--- config.mk ---
export PLATFORM = sky130hd
export DESIGN_NAME = codec_reset_id_bias_registers
export DESIGN_NICKNAME = d
export VERILOG_FILES = /design/src/hdl/codec_ctrl_pkg.sv /design/src/hdl/codec_reset_id_bias_registers.sv
export SDC_FILE = /design/constraint.sdc
export NUM_CORES = 1
export LEC_CHECK = 0
export BUFFER_PORTS_ARGS = -buffer_cell sky130_fd_sc_hd__buf_2
export CORE_MARGIN = 2
export CORE_UTILIZATION = 42
export CTS_CLUSTER_DIAMETER = 80
export CTS_CLUSTER_SIZE = 14
export DETAILED_ROUTE_END_ITERATION = 10
export GPL_ROUTABILITY_DRIVEN = 0
export MAX_ROUTING_LAYER = met4
export PLACE_DENSITY = 0.85
export SLEW_MARGIN = 25
export SYNTH_ARGS = -nofsm -noshare
export SYNTH_HDL_FRONTEND = slang
export SYNTH_SLANG_ARGS = --single-unit
--- constraint.sdc ---
create_clock -name pclk -period 3.1 [get_ports pclk]
set_clock_uncertainty 0.05 [all_clocks]
set_input_delay 0.155 -clock pclk [delete_from_list [all_inputs] [get_ports pclk]]
set_output_delay 0.155 -clock pclk [all_outputs]
set_load 0.01 [all_outputs]
--- src/hdl/codec_ctrl_pkg.sv ---
// Package: register map, field layout and reset values of the codec control bank
package codec_ctrl_pkg;
   // Register indices; byte address is four times the index
   localparam logic [7:0] IDX_RESET_IDENT = 8'h00;
   localparam logic [7:0] IDX_REVISION    = 8'h01;
   localparam logic [7:0] IDX_BIAS        = 8'h04;
   localparam logic [7:0] IDX_REFBUF      = 8'h05;
   localparam int         ADDR_LSB        = 2;    // Word aligned
   localparam int         IDX_W           = 8;    // Index width

   // Identity values, arbitrary neutral codes
   localparam logic [15:0] DEVICE_IDENT_DEFAULT = 16'h5A01; // Arbitrary
   localparam logic [3:0]  REVISION_DEFAULT     = 4'h1;     // Arbitrary

   // Bias control field positions
   localparam int BIAS_SRC_BIT   = 4;
   localparam int BIAS_LVL_HI    = 3;
   localparam int BIAS_LVL_LO    = 2;
   localparam int BIAS_STARTUP   = 1;
   localparam int BIAS_NORMAL    = 0;
   // Reference buffer control field positions
   localparam int REF_TIE_BIT    = 7;
   localparam int REF_UNUSED_BIT = 6;
   localparam int REF_ALIAS_BIT  = 5;

   // Master bias level codes
   typedef enum logic [1:0]
   {
      BIAS_HALF       = 2'b00,
      BIAS_THREE_QTR  = 2'b01,
      BIAS_NOMINAL    = 2'b10,
      BIAS_ONE_HALF   = 2'b11
   } bias_level_e;

   // Reset values of the writable fields
   localparam logic        SRC_SEL_RESET  = 1'b1;
   localparam bias_level_e LEVEL_RESET    = BIAS_NOMINAL;
   localparam logic        ENABLE_RESET   = 1'b0;

   // Analogue control outputs carried together
   typedef struct packed
   {
      logic        output_bias_source_sel; // 1 = start-up bias
      bias_level_e master_bias_level;      // Master bias scale
      logic        startup_generator_on;   // Effective start-up enable
      logic        normal_generator_on;    // Normal bias generator
      logic        ref_tie_lineouts;       // Effective tie, outputs off
      logic        ref_to_unused_pins;     // Buffer to unused pins
   } analog_ctrl_s;
endpackage

--- src/hdl/codec_reset_id_bias_registers.sv ---
// Module: APB register bank for soft reset, identity, revision and bias
`timescale 1ns/1ps

// Overview of operation
// RULE_01: Any write at offset zero restores defaults.
// RULE_02: Offset zero reads the fixed identity code.
// RULE_03: Revision register reads four bits, ignores writes.
// RULE_04: Bias bit 4 selects output bias source.
// RULE_05: Bias bits 3:2 set master level.
// RULE_06: Bias bit 1 enables start-up generator.
// RULE_07: Bias bit 0 enables normal generator.
// RULE_08: Reference tie applies only with outputs off.
// RULE_09: Reference bit 6 feeds unused pins.
// RULE_10: Reference bit 5 also enables start-up generator.
// RULE_11: Undefined bits read zero; reset ignores data.
module codec_reset_id_bias_registers
#(
   parameter logic [15:0] DEVICE_IDENT = codec_ctrl_pkg::DEVICE_IDENT_DEFAULT,
   parameter logic [3:0]  REVISION     = codec_ctrl_pkg::REVISION_DEFAULT
)
(
   input  wire logic                        pclk,
   input  wire logic                        presetn,
   input  wire logic                        psel,
   input  wire logic                        penable,
   input  wire logic                        pwrite,
   input  wire logic [31:0]                 paddr,
   input  wire logic [31:0]                 pwdata,
   input  wire logic [3:0]                  pstrb,
   output      logic [31:0]                 prdata,
   output      logic                        pready,
   output      logic                        pslverr,
   input  wire logic                        left_diff_out_on,
   input  wire logic                        right_diff_out_on,
   output      codec_ctrl_pkg::analog_ctrl_s analog_ctrl
);
   import codec_ctrl_pkg::*;

   // Stored fields of the writable registers
   logic        src_sel;        // Bias source select
   bias_level_e level;          // Master bias level
   logic        startup_en;     // Start-up generator bit
   logic        normal_en;      // Normal generator bit
   logic        tie_en;         // Reference tie request
   logic        unused_en;      // Reference to unused pins
   logic        alias_en;       // Start-up generator alias bit
   logic        next_src_sel;
   bias_level_e next_level;
   logic        next_startup_en;
   logic        next_normal_en;
   logic        next_tie_en;
   logic        next_unused_en;
   logic        next_alias_en;
   logic [31:0] next_prdata;    // Read data for the completing edge
   logic        next_pslverr;   // Error for the completing edge
   logic        wait_done;      // First access cycle has passed
   logic        next_wait_done;

   // Decode helpers
   logic             access;    // Access phase, completes at the edge that finds wait_done high
   logic [IDX_W-1:0] idx;       // Register index from byte address
   logic             aligned;   // Low address bits and bits above the index clear
   logic             mapped;    // Address hits a register

   // Pin levels from the output stage, outside our clock domain
   logic [1:0] out_meta;        // First stage, read only by second
   logic [1:0] out_sync;        // Synchronised enables

   // One wait state: the answer is registered in the first access cycle,
   // so read data and error stand in flops when pready is sampled high
   assign pready = wait_done;
   assign access = psel && penable;
   assign idx = paddr[ADDR_LSB +: IDX_W];
   assign aligned = (paddr[ADDR_LSB-1:0] == '0)
                 && (paddr[31:ADDR_LSB+IDX_W] == '0);

   // Address decoding
   always_comb
   begin
      if (!aligned)
      begin
         mapped = 1'b0;
      end
      else if (idx == IDX_RESET_IDENT || idx == IDX_REVISION)
      begin
         mapped = 1'b1;
      end
      else if (idx == IDX_BIAS || idx == IDX_REFBUF)
      begin
         mapped = 1'b1;
      end
      else
      begin
         mapped = 1'b0;
      end
   end

   // Next values of fields, read data and error
   always_comb
   begin
      next_src_sel    = src_sel;
      next_level      = level;
      next_startup_en = startup_en;
      next_normal_en  = normal_en;
      next_tie_en     = tie_en;
      next_unused_en  = unused_en;
      next_alias_en   = alias_en;
      next_prdata     = '0;
      next_pslverr    = access && !wait_done && !mapped;
      next_wait_done  = access && !wait_done;
      // Writes land only at the edge that completes the transfer
      if (access && wait_done && mapped && pwrite)
      begin
         // Low byte lane holds every writable field
         if (idx == IDX_RESET_IDENT)
         begin
            // Data and strobes do not matter, all fields reload
            next_src_sel    = SRC_SEL_RESET; // RULE_01 RULE_11
            next_level      = LEVEL_RESET;   // RULE_01
            next_startup_en = ENABLE_RESET;  // RULE_01
            next_normal_en  = ENABLE_RESET;  // RULE_01
            next_tie_en     = ENABLE_RESET;  // RULE_01
            next_unused_en  = ENABLE_RESET;  // RULE_01
            next_alias_en   = ENABLE_RESET;  // RULE_01
         end
         else if (idx == IDX_BIAS && pstrb[0])
         begin
            next_src_sel    = pwdata[BIAS_SRC_BIT]; // RULE_04
            next_level      =
               bias_level_e'(pwdata[BIAS_LVL_HI:BIAS_LVL_LO]); // RULE_05
            next_startup_en = pwdata[BIAS_STARTUP];                 // RULE_06
            next_normal_en  = pwdata[BIAS_NORMAL];                  // RULE_07
         end
         else if (idx == IDX_REFBUF && pstrb[0])
         begin
            next_tie_en    = pwdata[REF_TIE_BIT];    // RULE_08
            next_unused_en = pwdata[REF_UNUSED_BIT]; // RULE_09
            next_alias_en  = pwdata[REF_ALIAS_BIT];  // RULE_10
         end
         // Revision writes fall through untouched
      end
      else if (access && !wait_done && mapped && !pwrite)
      begin
         // Reads: undefined bits stay zero
         if (idx == IDX_RESET_IDENT)
         begin
            next_prdata[15:0] = DEVICE_IDENT; // RULE_02 RULE_11
         end
         else if (idx == IDX_REVISION)
         begin
            next_prdata[3:0] = REVISION;      // RULE_03
         end
         else if (idx == IDX_BIAS)
         begin
            next_prdata[BIAS_SRC_BIT]             = src_sel;
            next_prdata[BIAS_LVL_HI:BIAS_LVL_LO]  = level;
            next_prdata[BIAS_STARTUP]             = startup_en;
            next_prdata[BIAS_NORMAL]              = normal_en;
         end
         else
         begin
            next_prdata[REF_TIE_BIT]    = tie_en;
            next_prdata[REF_UNUSED_BIT] = unused_en;
            next_prdata[REF_ALIAS_BIT]  = alias_en;
         end
      end
   end

   // Register the fields and the bus answer
   always_ff @(posedge pclk or negedge presetn)
   begin
      if (!presetn)
      begin
         src_sel    <= SRC_SEL_RESET;
         level      <= LEVEL_RESET;
         startup_en <= ENABLE_RESET;
         normal_en  <= ENABLE_RESET;
         tie_en     <= ENABLE_RESET;
         unused_en  <= ENABLE_RESET;
         alias_en   <= ENABLE_RESET;
         prdata     <= '0;
         pslverr    <= 1'b0;
         wait_done  <= 1'b0;
      end
      else
      begin
         src_sel    <= next_src_sel;
         level      <= next_level;
         startup_en <= next_startup_en;
         normal_en  <= next_normal_en;
         tie_en     <= next_tie_en;
         unused_en  <= next_unused_en;
         alias_en   <= next_alias_en;
         prdata     <= next_prdata;
         pslverr    <= next_pslverr;
         wait_done  <= next_wait_done;
      end
   end

   // Two-stage synchroniser for the output-stage enables
   always_ff @(posedge pclk or negedge presetn)
   begin
      if (!presetn)
      begin
         out_meta <= '0;
         out_sync <= '0;
      end
      else
      begin
         out_meta <= {right_diff_out_on, left_diff_out_on};
         out_sync <= out_meta;
      end
   end

   // Effective analogue controls, registered
   always_ff @(posedge pclk or negedge presetn)
   begin
      if (!presetn)
      begin
         analog_ctrl <= '{SRC_SEL_RESET, LEVEL_RESET, 1'b0, 1'b0, 1'b0, 1'b0};
      end
      else
      begin
         analog_ctrl.output_bias_source_sel <= src_sel;            // RULE_04
         analog_ctrl.master_bias_level      <= level;              // RULE_05
         // Either enable bit turns the start-up generator on
         analog_ctrl.startup_generator_on   <=
            startup_en | alias_en; // RULE_06 RULE_10
         analog_ctrl.normal_generator_on    <= normal_en;          // RULE_07
         // Tie held off while either differential output is on
         analog_ctrl.ref_tie_lineouts       <=
            tie_en & ~(|out_sync); // RULE_08
         analog_ctrl.ref_to_unused_pins     <= unused_en;          // RULE_09
      end
   end
endmodule

======== Word level (Yosys, flattened, before mapping) ========
Index checks and enable logic that the tools add are counted.
cells by class
  reductions and logical operators ........ 24
  eq/ne operators ......................... 4
  mux-type cells .......................... 28
  bitwise logic cells ..................... 3
operators with widths
  kind                  count
  $mux W15              2
  $logic_not A22 Y1     1
  $mux W1               18
  $eq A8 B3 Y1 const B  2
  $logic_and A1 B1 Y1   11
  $eq A8 B1 Y1 const B  1
  $logic_not A8 Y1      1
  $mux W4               2
  $mux W8               1
  $mux W7               1
  $mux W5               1
  $mux W2               2
  $reduce_bool A2 Y1    2
  $logic_not A1 Y1      3
  $mux W3               1
  $reduce_and A3 Y1     1
  $logic_not A2 Y1      1
  $logic_or A1 B1 Y1    2
  $ne A2 B2 Y1 const B  1
  $reduce_and A2 Y1     1
  $reduce_or A2 Y1      1
  $and A1 B1 Y1         1
  $not A1 Y1            1
  $or A1 B1 Y1          1
storage, ports and cells
  register bits ........................... 37
  output and inout bits ................... 41
  word-level logic and storage cells ...... 77
  input bits .............................. 75

======== Longest topological paths before layout ========
  word-level depth ........................ 9
  gate-level depth with buffers ........... 4
  mapped depth without buffers ............ 4

======== Worst setup path before layout ========
Ideal clock, no wire load.
  kind .................................... register to register
  from .................................... register wait_done, in the netlist pready
  to ...................................... register level[1]
  period minus slack after synthesis ...... 1.595 ns
  buffers on the path ..................... 0
  library setup time ...................... 0.082 ns
  path slack .............................. 1.505 ns
  cell stages (with the launch flop) ...... 5
  arrival ................................. 1.462 ns
  cell sequence ........................... dfrtp_1 nand4_1 a211o_1 nor3_4 mux2_4
on the way
  cells in the longest elaborated chain, start to end .. 4
ends and longest elaborated chain
  element                             RTL line                              text
  start: declaration                  codec_reset_id_bias_registers.sv:56   logic wait_done;
  start signal: assignment            codec_reset_id_bias_registers.sv:196  wait_done <= next_wait_done;
  $logic_and A1 B1 Y1 (3 in series)   codec_reset_id_bias_registers.sv:112  if (access && wait_done && mapped && pwrite)
  $reduce_and A2 Y1 (no source line)  --
  end signal: assignment              codec_reset_id_bias_registers.sv:188  level <= next_level;
  end: declaration                    codec_reset_id_bias_registers.sv:41   bias_level_e level;
Every way passes these cells.
A chain may end at the register's enable or synchronous reset.

======== Worst setup path after layout ========
  from .................................... register wait_done, in the netlist pready
  to ...................................... register prdata[4]
on the way
  cells in the longest elaborated chain, start to end .. 6
  elaborated cells on any way between the ends .. 9
  those cells by class .................... mux: 2; reduce/logical: 7
ends and longest elaborated chain
  element                            RTL line                              text
  $logic_not A1 Y1                   codec_reset_id_bias_registers.sv:142  else if (access && !wait_done && mapped && !pwrite)
  $logic_and A1 B1 Y1 (3 in series)  codec_reset_id_bias_registers.sv:142
  $mux W15                           codec_reset_id_bias_registers.sv:142
  $mux W15 (*)                       codec_reset_id_bias_registers.sv:112
  via next_prdata[4]                 codec_reset_id_bias_registers.sv:54   logic [31:0] next_prdata;
  end signal: assignment             codec_reset_id_bias_registers.sv:194  prdata <= next_prdata;
  end: declaration                   codec_reset_id_bias_registers.sv:30   output logic [31:0] prdata,
The timed path passes the listed nets; every way through them passes the cells marked *.

==> metrics.cfg <==
[outcome]
status=finished, final reports clean

[critical_path]
path_max_fanout=4
critPathCaptureType=flip-flop
rrSetupSlack_ns=1.32
cp-start-kind=flip-flop
r2r_start=pready$_DFF_PN0_
criticalPathCategory=reg -> reg
cp.arrival_ns=1.99
critPathRequiredTime_ns=3.31
critPathLaunch=pready$_DFF_PN0_

[power]
total_power_uw=710
max-vdd-ir-drop_v=0.000134
powerDensity_nw_per_um2=380
leakage_uw=0.000980

[floorplanning]
ios=116
dieArea_sq_um=3990
num_rows=21
start_util_pct=44.1
core_area_sq_um=3340
die_y_um=63.2
die_x_um=63.2

[yosys]
synth_compound_area_share_pct=1.45
ys_types=24
yosysSeqAreaShare_pct=51.4
synth-adder-area-share_pct=0
synthMuxAreaShare_pct=6.13
synthTopCellsByArea=dfrtp_1 (44%), buf_4 (12%), nor4_4 (12%), dfstp_2 (7.1%), mux2i_1 (4.1%)
ys_ff_latch=30
syn-cell-area_sq_um=1470
ys.flop_type=dfrtp_1
synth_xor_area_share_pct=0
synth_most_common_cell=dfrtp_1
synth_largest_area_cell=dfrtp_1
ys_top_cells_by_count=dfrtp_1 (26), buf_4 (23), nand2_1 (10), nor4_4 (8)
synth-simple-area-share_pct=27.2
syn_inst=116
synth-async-reset-ratio_pct=100
ys_warn_count=0
netlist.area_leader.share_pct=44.3
synth_top_family_by_area=simple AND/OR/NAND/NOR gates
syn_area_per_cell_sq_um=12.7
synth-edff-count=0

[placed_design]
placedCellCount=226
dp_hpwl_um=2200
portBuffers=68

[detailed_routing]
wl_per_cell_um=11.3
drtPass1Iterations=4
via_per_inst=4.51
vias=1074
drc=0
drtAntennaViolNets=0
drt_iter0_drc=60
wl_um=2690

[clock_tree]
clk_latency_ns=0.31
cts_tree=yes
htreeDepth=2
cts.sinks=30
clockBufferDepth=2
cts_root_buf=clkbuf_4
cts-buffers-inserted=5
clkTransAtPathRegs_ns=0.09

[sta]
setup_viol=0
fmax_mhz=561
final-hold-violation-count=0
period_minus_slack_ns=1.78
worstMarginPinSlew_ns=0.602
fin_crit_sh_pct=57.5
slew_viol_final=0
grt_setup_unrepaired=false
final.setup.tns_ns=0
slew_headroom_pct=59.5

[global_route]
grt_usage_pct=15.0
antenna_found_initial=0
grt_max_degree=31
grt_pass1_wl_um=4510
grt.overflow.total=0
grt_pass1_vias=1111

[finish]
nNetsFinal=266
area_growth_pct=27.0
antenna_cells=0
final_layout_size_suffix_gt1_share_pct=47.9
stdcell_count=238

[worst_hold_path]
min_path_type=in -> reg
min_from=pwdata[2]

[run]
maxCapViolCount=0

cell type report:
type	count	area [sq um]
multi-input combinational	75	587
clock inverter	1	5.00
sequential	30	756
clock buffer	7	55.1
inverter	7	26.3
tap	46	57.6
timing repair buffer	72	380
fill	290	1470
report_power, final:
part	internal, uW	switching [uW]	total (uW)
Clock	110	119	229
Sequential	396	1.83	398
Combinational	34.8	48.8	83.6
metal layers:
layer / GRT usage [%] / up-vias / routed length [um]
li1: - / 498 / -
met1: 15.1 / 516 / 979
met2: 26.7 / 55 / 1480
met3: 3.93 / 5 / 193
met4: 7.50 / 0 / 32
met5: - / - / 0
cell usage in the layout, fill, tap and decap left out, drive strengths merged, types with 2 or more instances in the layout:
master,n
nand2,10
mux2,2
dlygate4sd3,4
conb,20
mux2i,6
nor4,11
nor2,4
inv,7
clkbuf,7
buf,68
nand4,3
nor3,2
and2,7
nand2b,3
dfrtp,26
dfstp,4
worst max-delay path: stages (launching register included):
cell and delay (ns):
dfrtp_1 0.41, or3_1 0.46, nor4_1 0.59, and2_1 0.21
cell families (layout without fill, tap and decap cells):
kind of cell           Yosys count  count (layout)
AOI/OAI and AO/OA                3               3
buffers and inverters           30              87
DFF                             30              30
muxes                            8               8
other                            1              20
and+or+nand+nor                 44              44
metrics by stage:
stage                     utilization, %  setup slack, ns  cell area, sq um  hold WS [ns]
after global routing                55.9             1.25              1870       0.00545
final                               55.9             1.32              1870        0.0291
after detailed placement            52.9             1.34              1770         0.160
after global placement              52.9             1.37              1770         0.155
after floorplan                        -             1.51              1540        -0.191
after CTS                           55.6             1.32              1860        0.0205
sequential cells by signal, indices dropped and copies added, names as in the netlist:
register and cells:
tie_en 1, analog_ctrl 7, pslverr 1, prdata 9, out_sync 2, alias_en 1, src_sel 1, startup_en 1
level 2, pready 1, normal_en 1, out_meta 2, unused_en 1
path summary, 6_finish.rpt:
check,endpoint,cells past startpoint
setup / recovery,prdata[4]$_DFF_PN0_,3
hold / removal,level[0]$_DFFE_PN0P_,3
setup reg to reg,prdata[4]$_DFF_PN0_,3
hold reg to reg,out_sync[0]$_DFF_PN0_,0
max in group asynchronous,prdata[6]$_DFF_PN0_,2
min in group asynchronous,startup_en$_DFFE_PN0P_,2
what timing repair did:
item,4_1_cts,5_1_grt
hold buffers,3,1
resized for setup,0,0
buffers inserted,0,0
endpoints found under the hold margin,28,1
(Power assumes the default switching activity.)
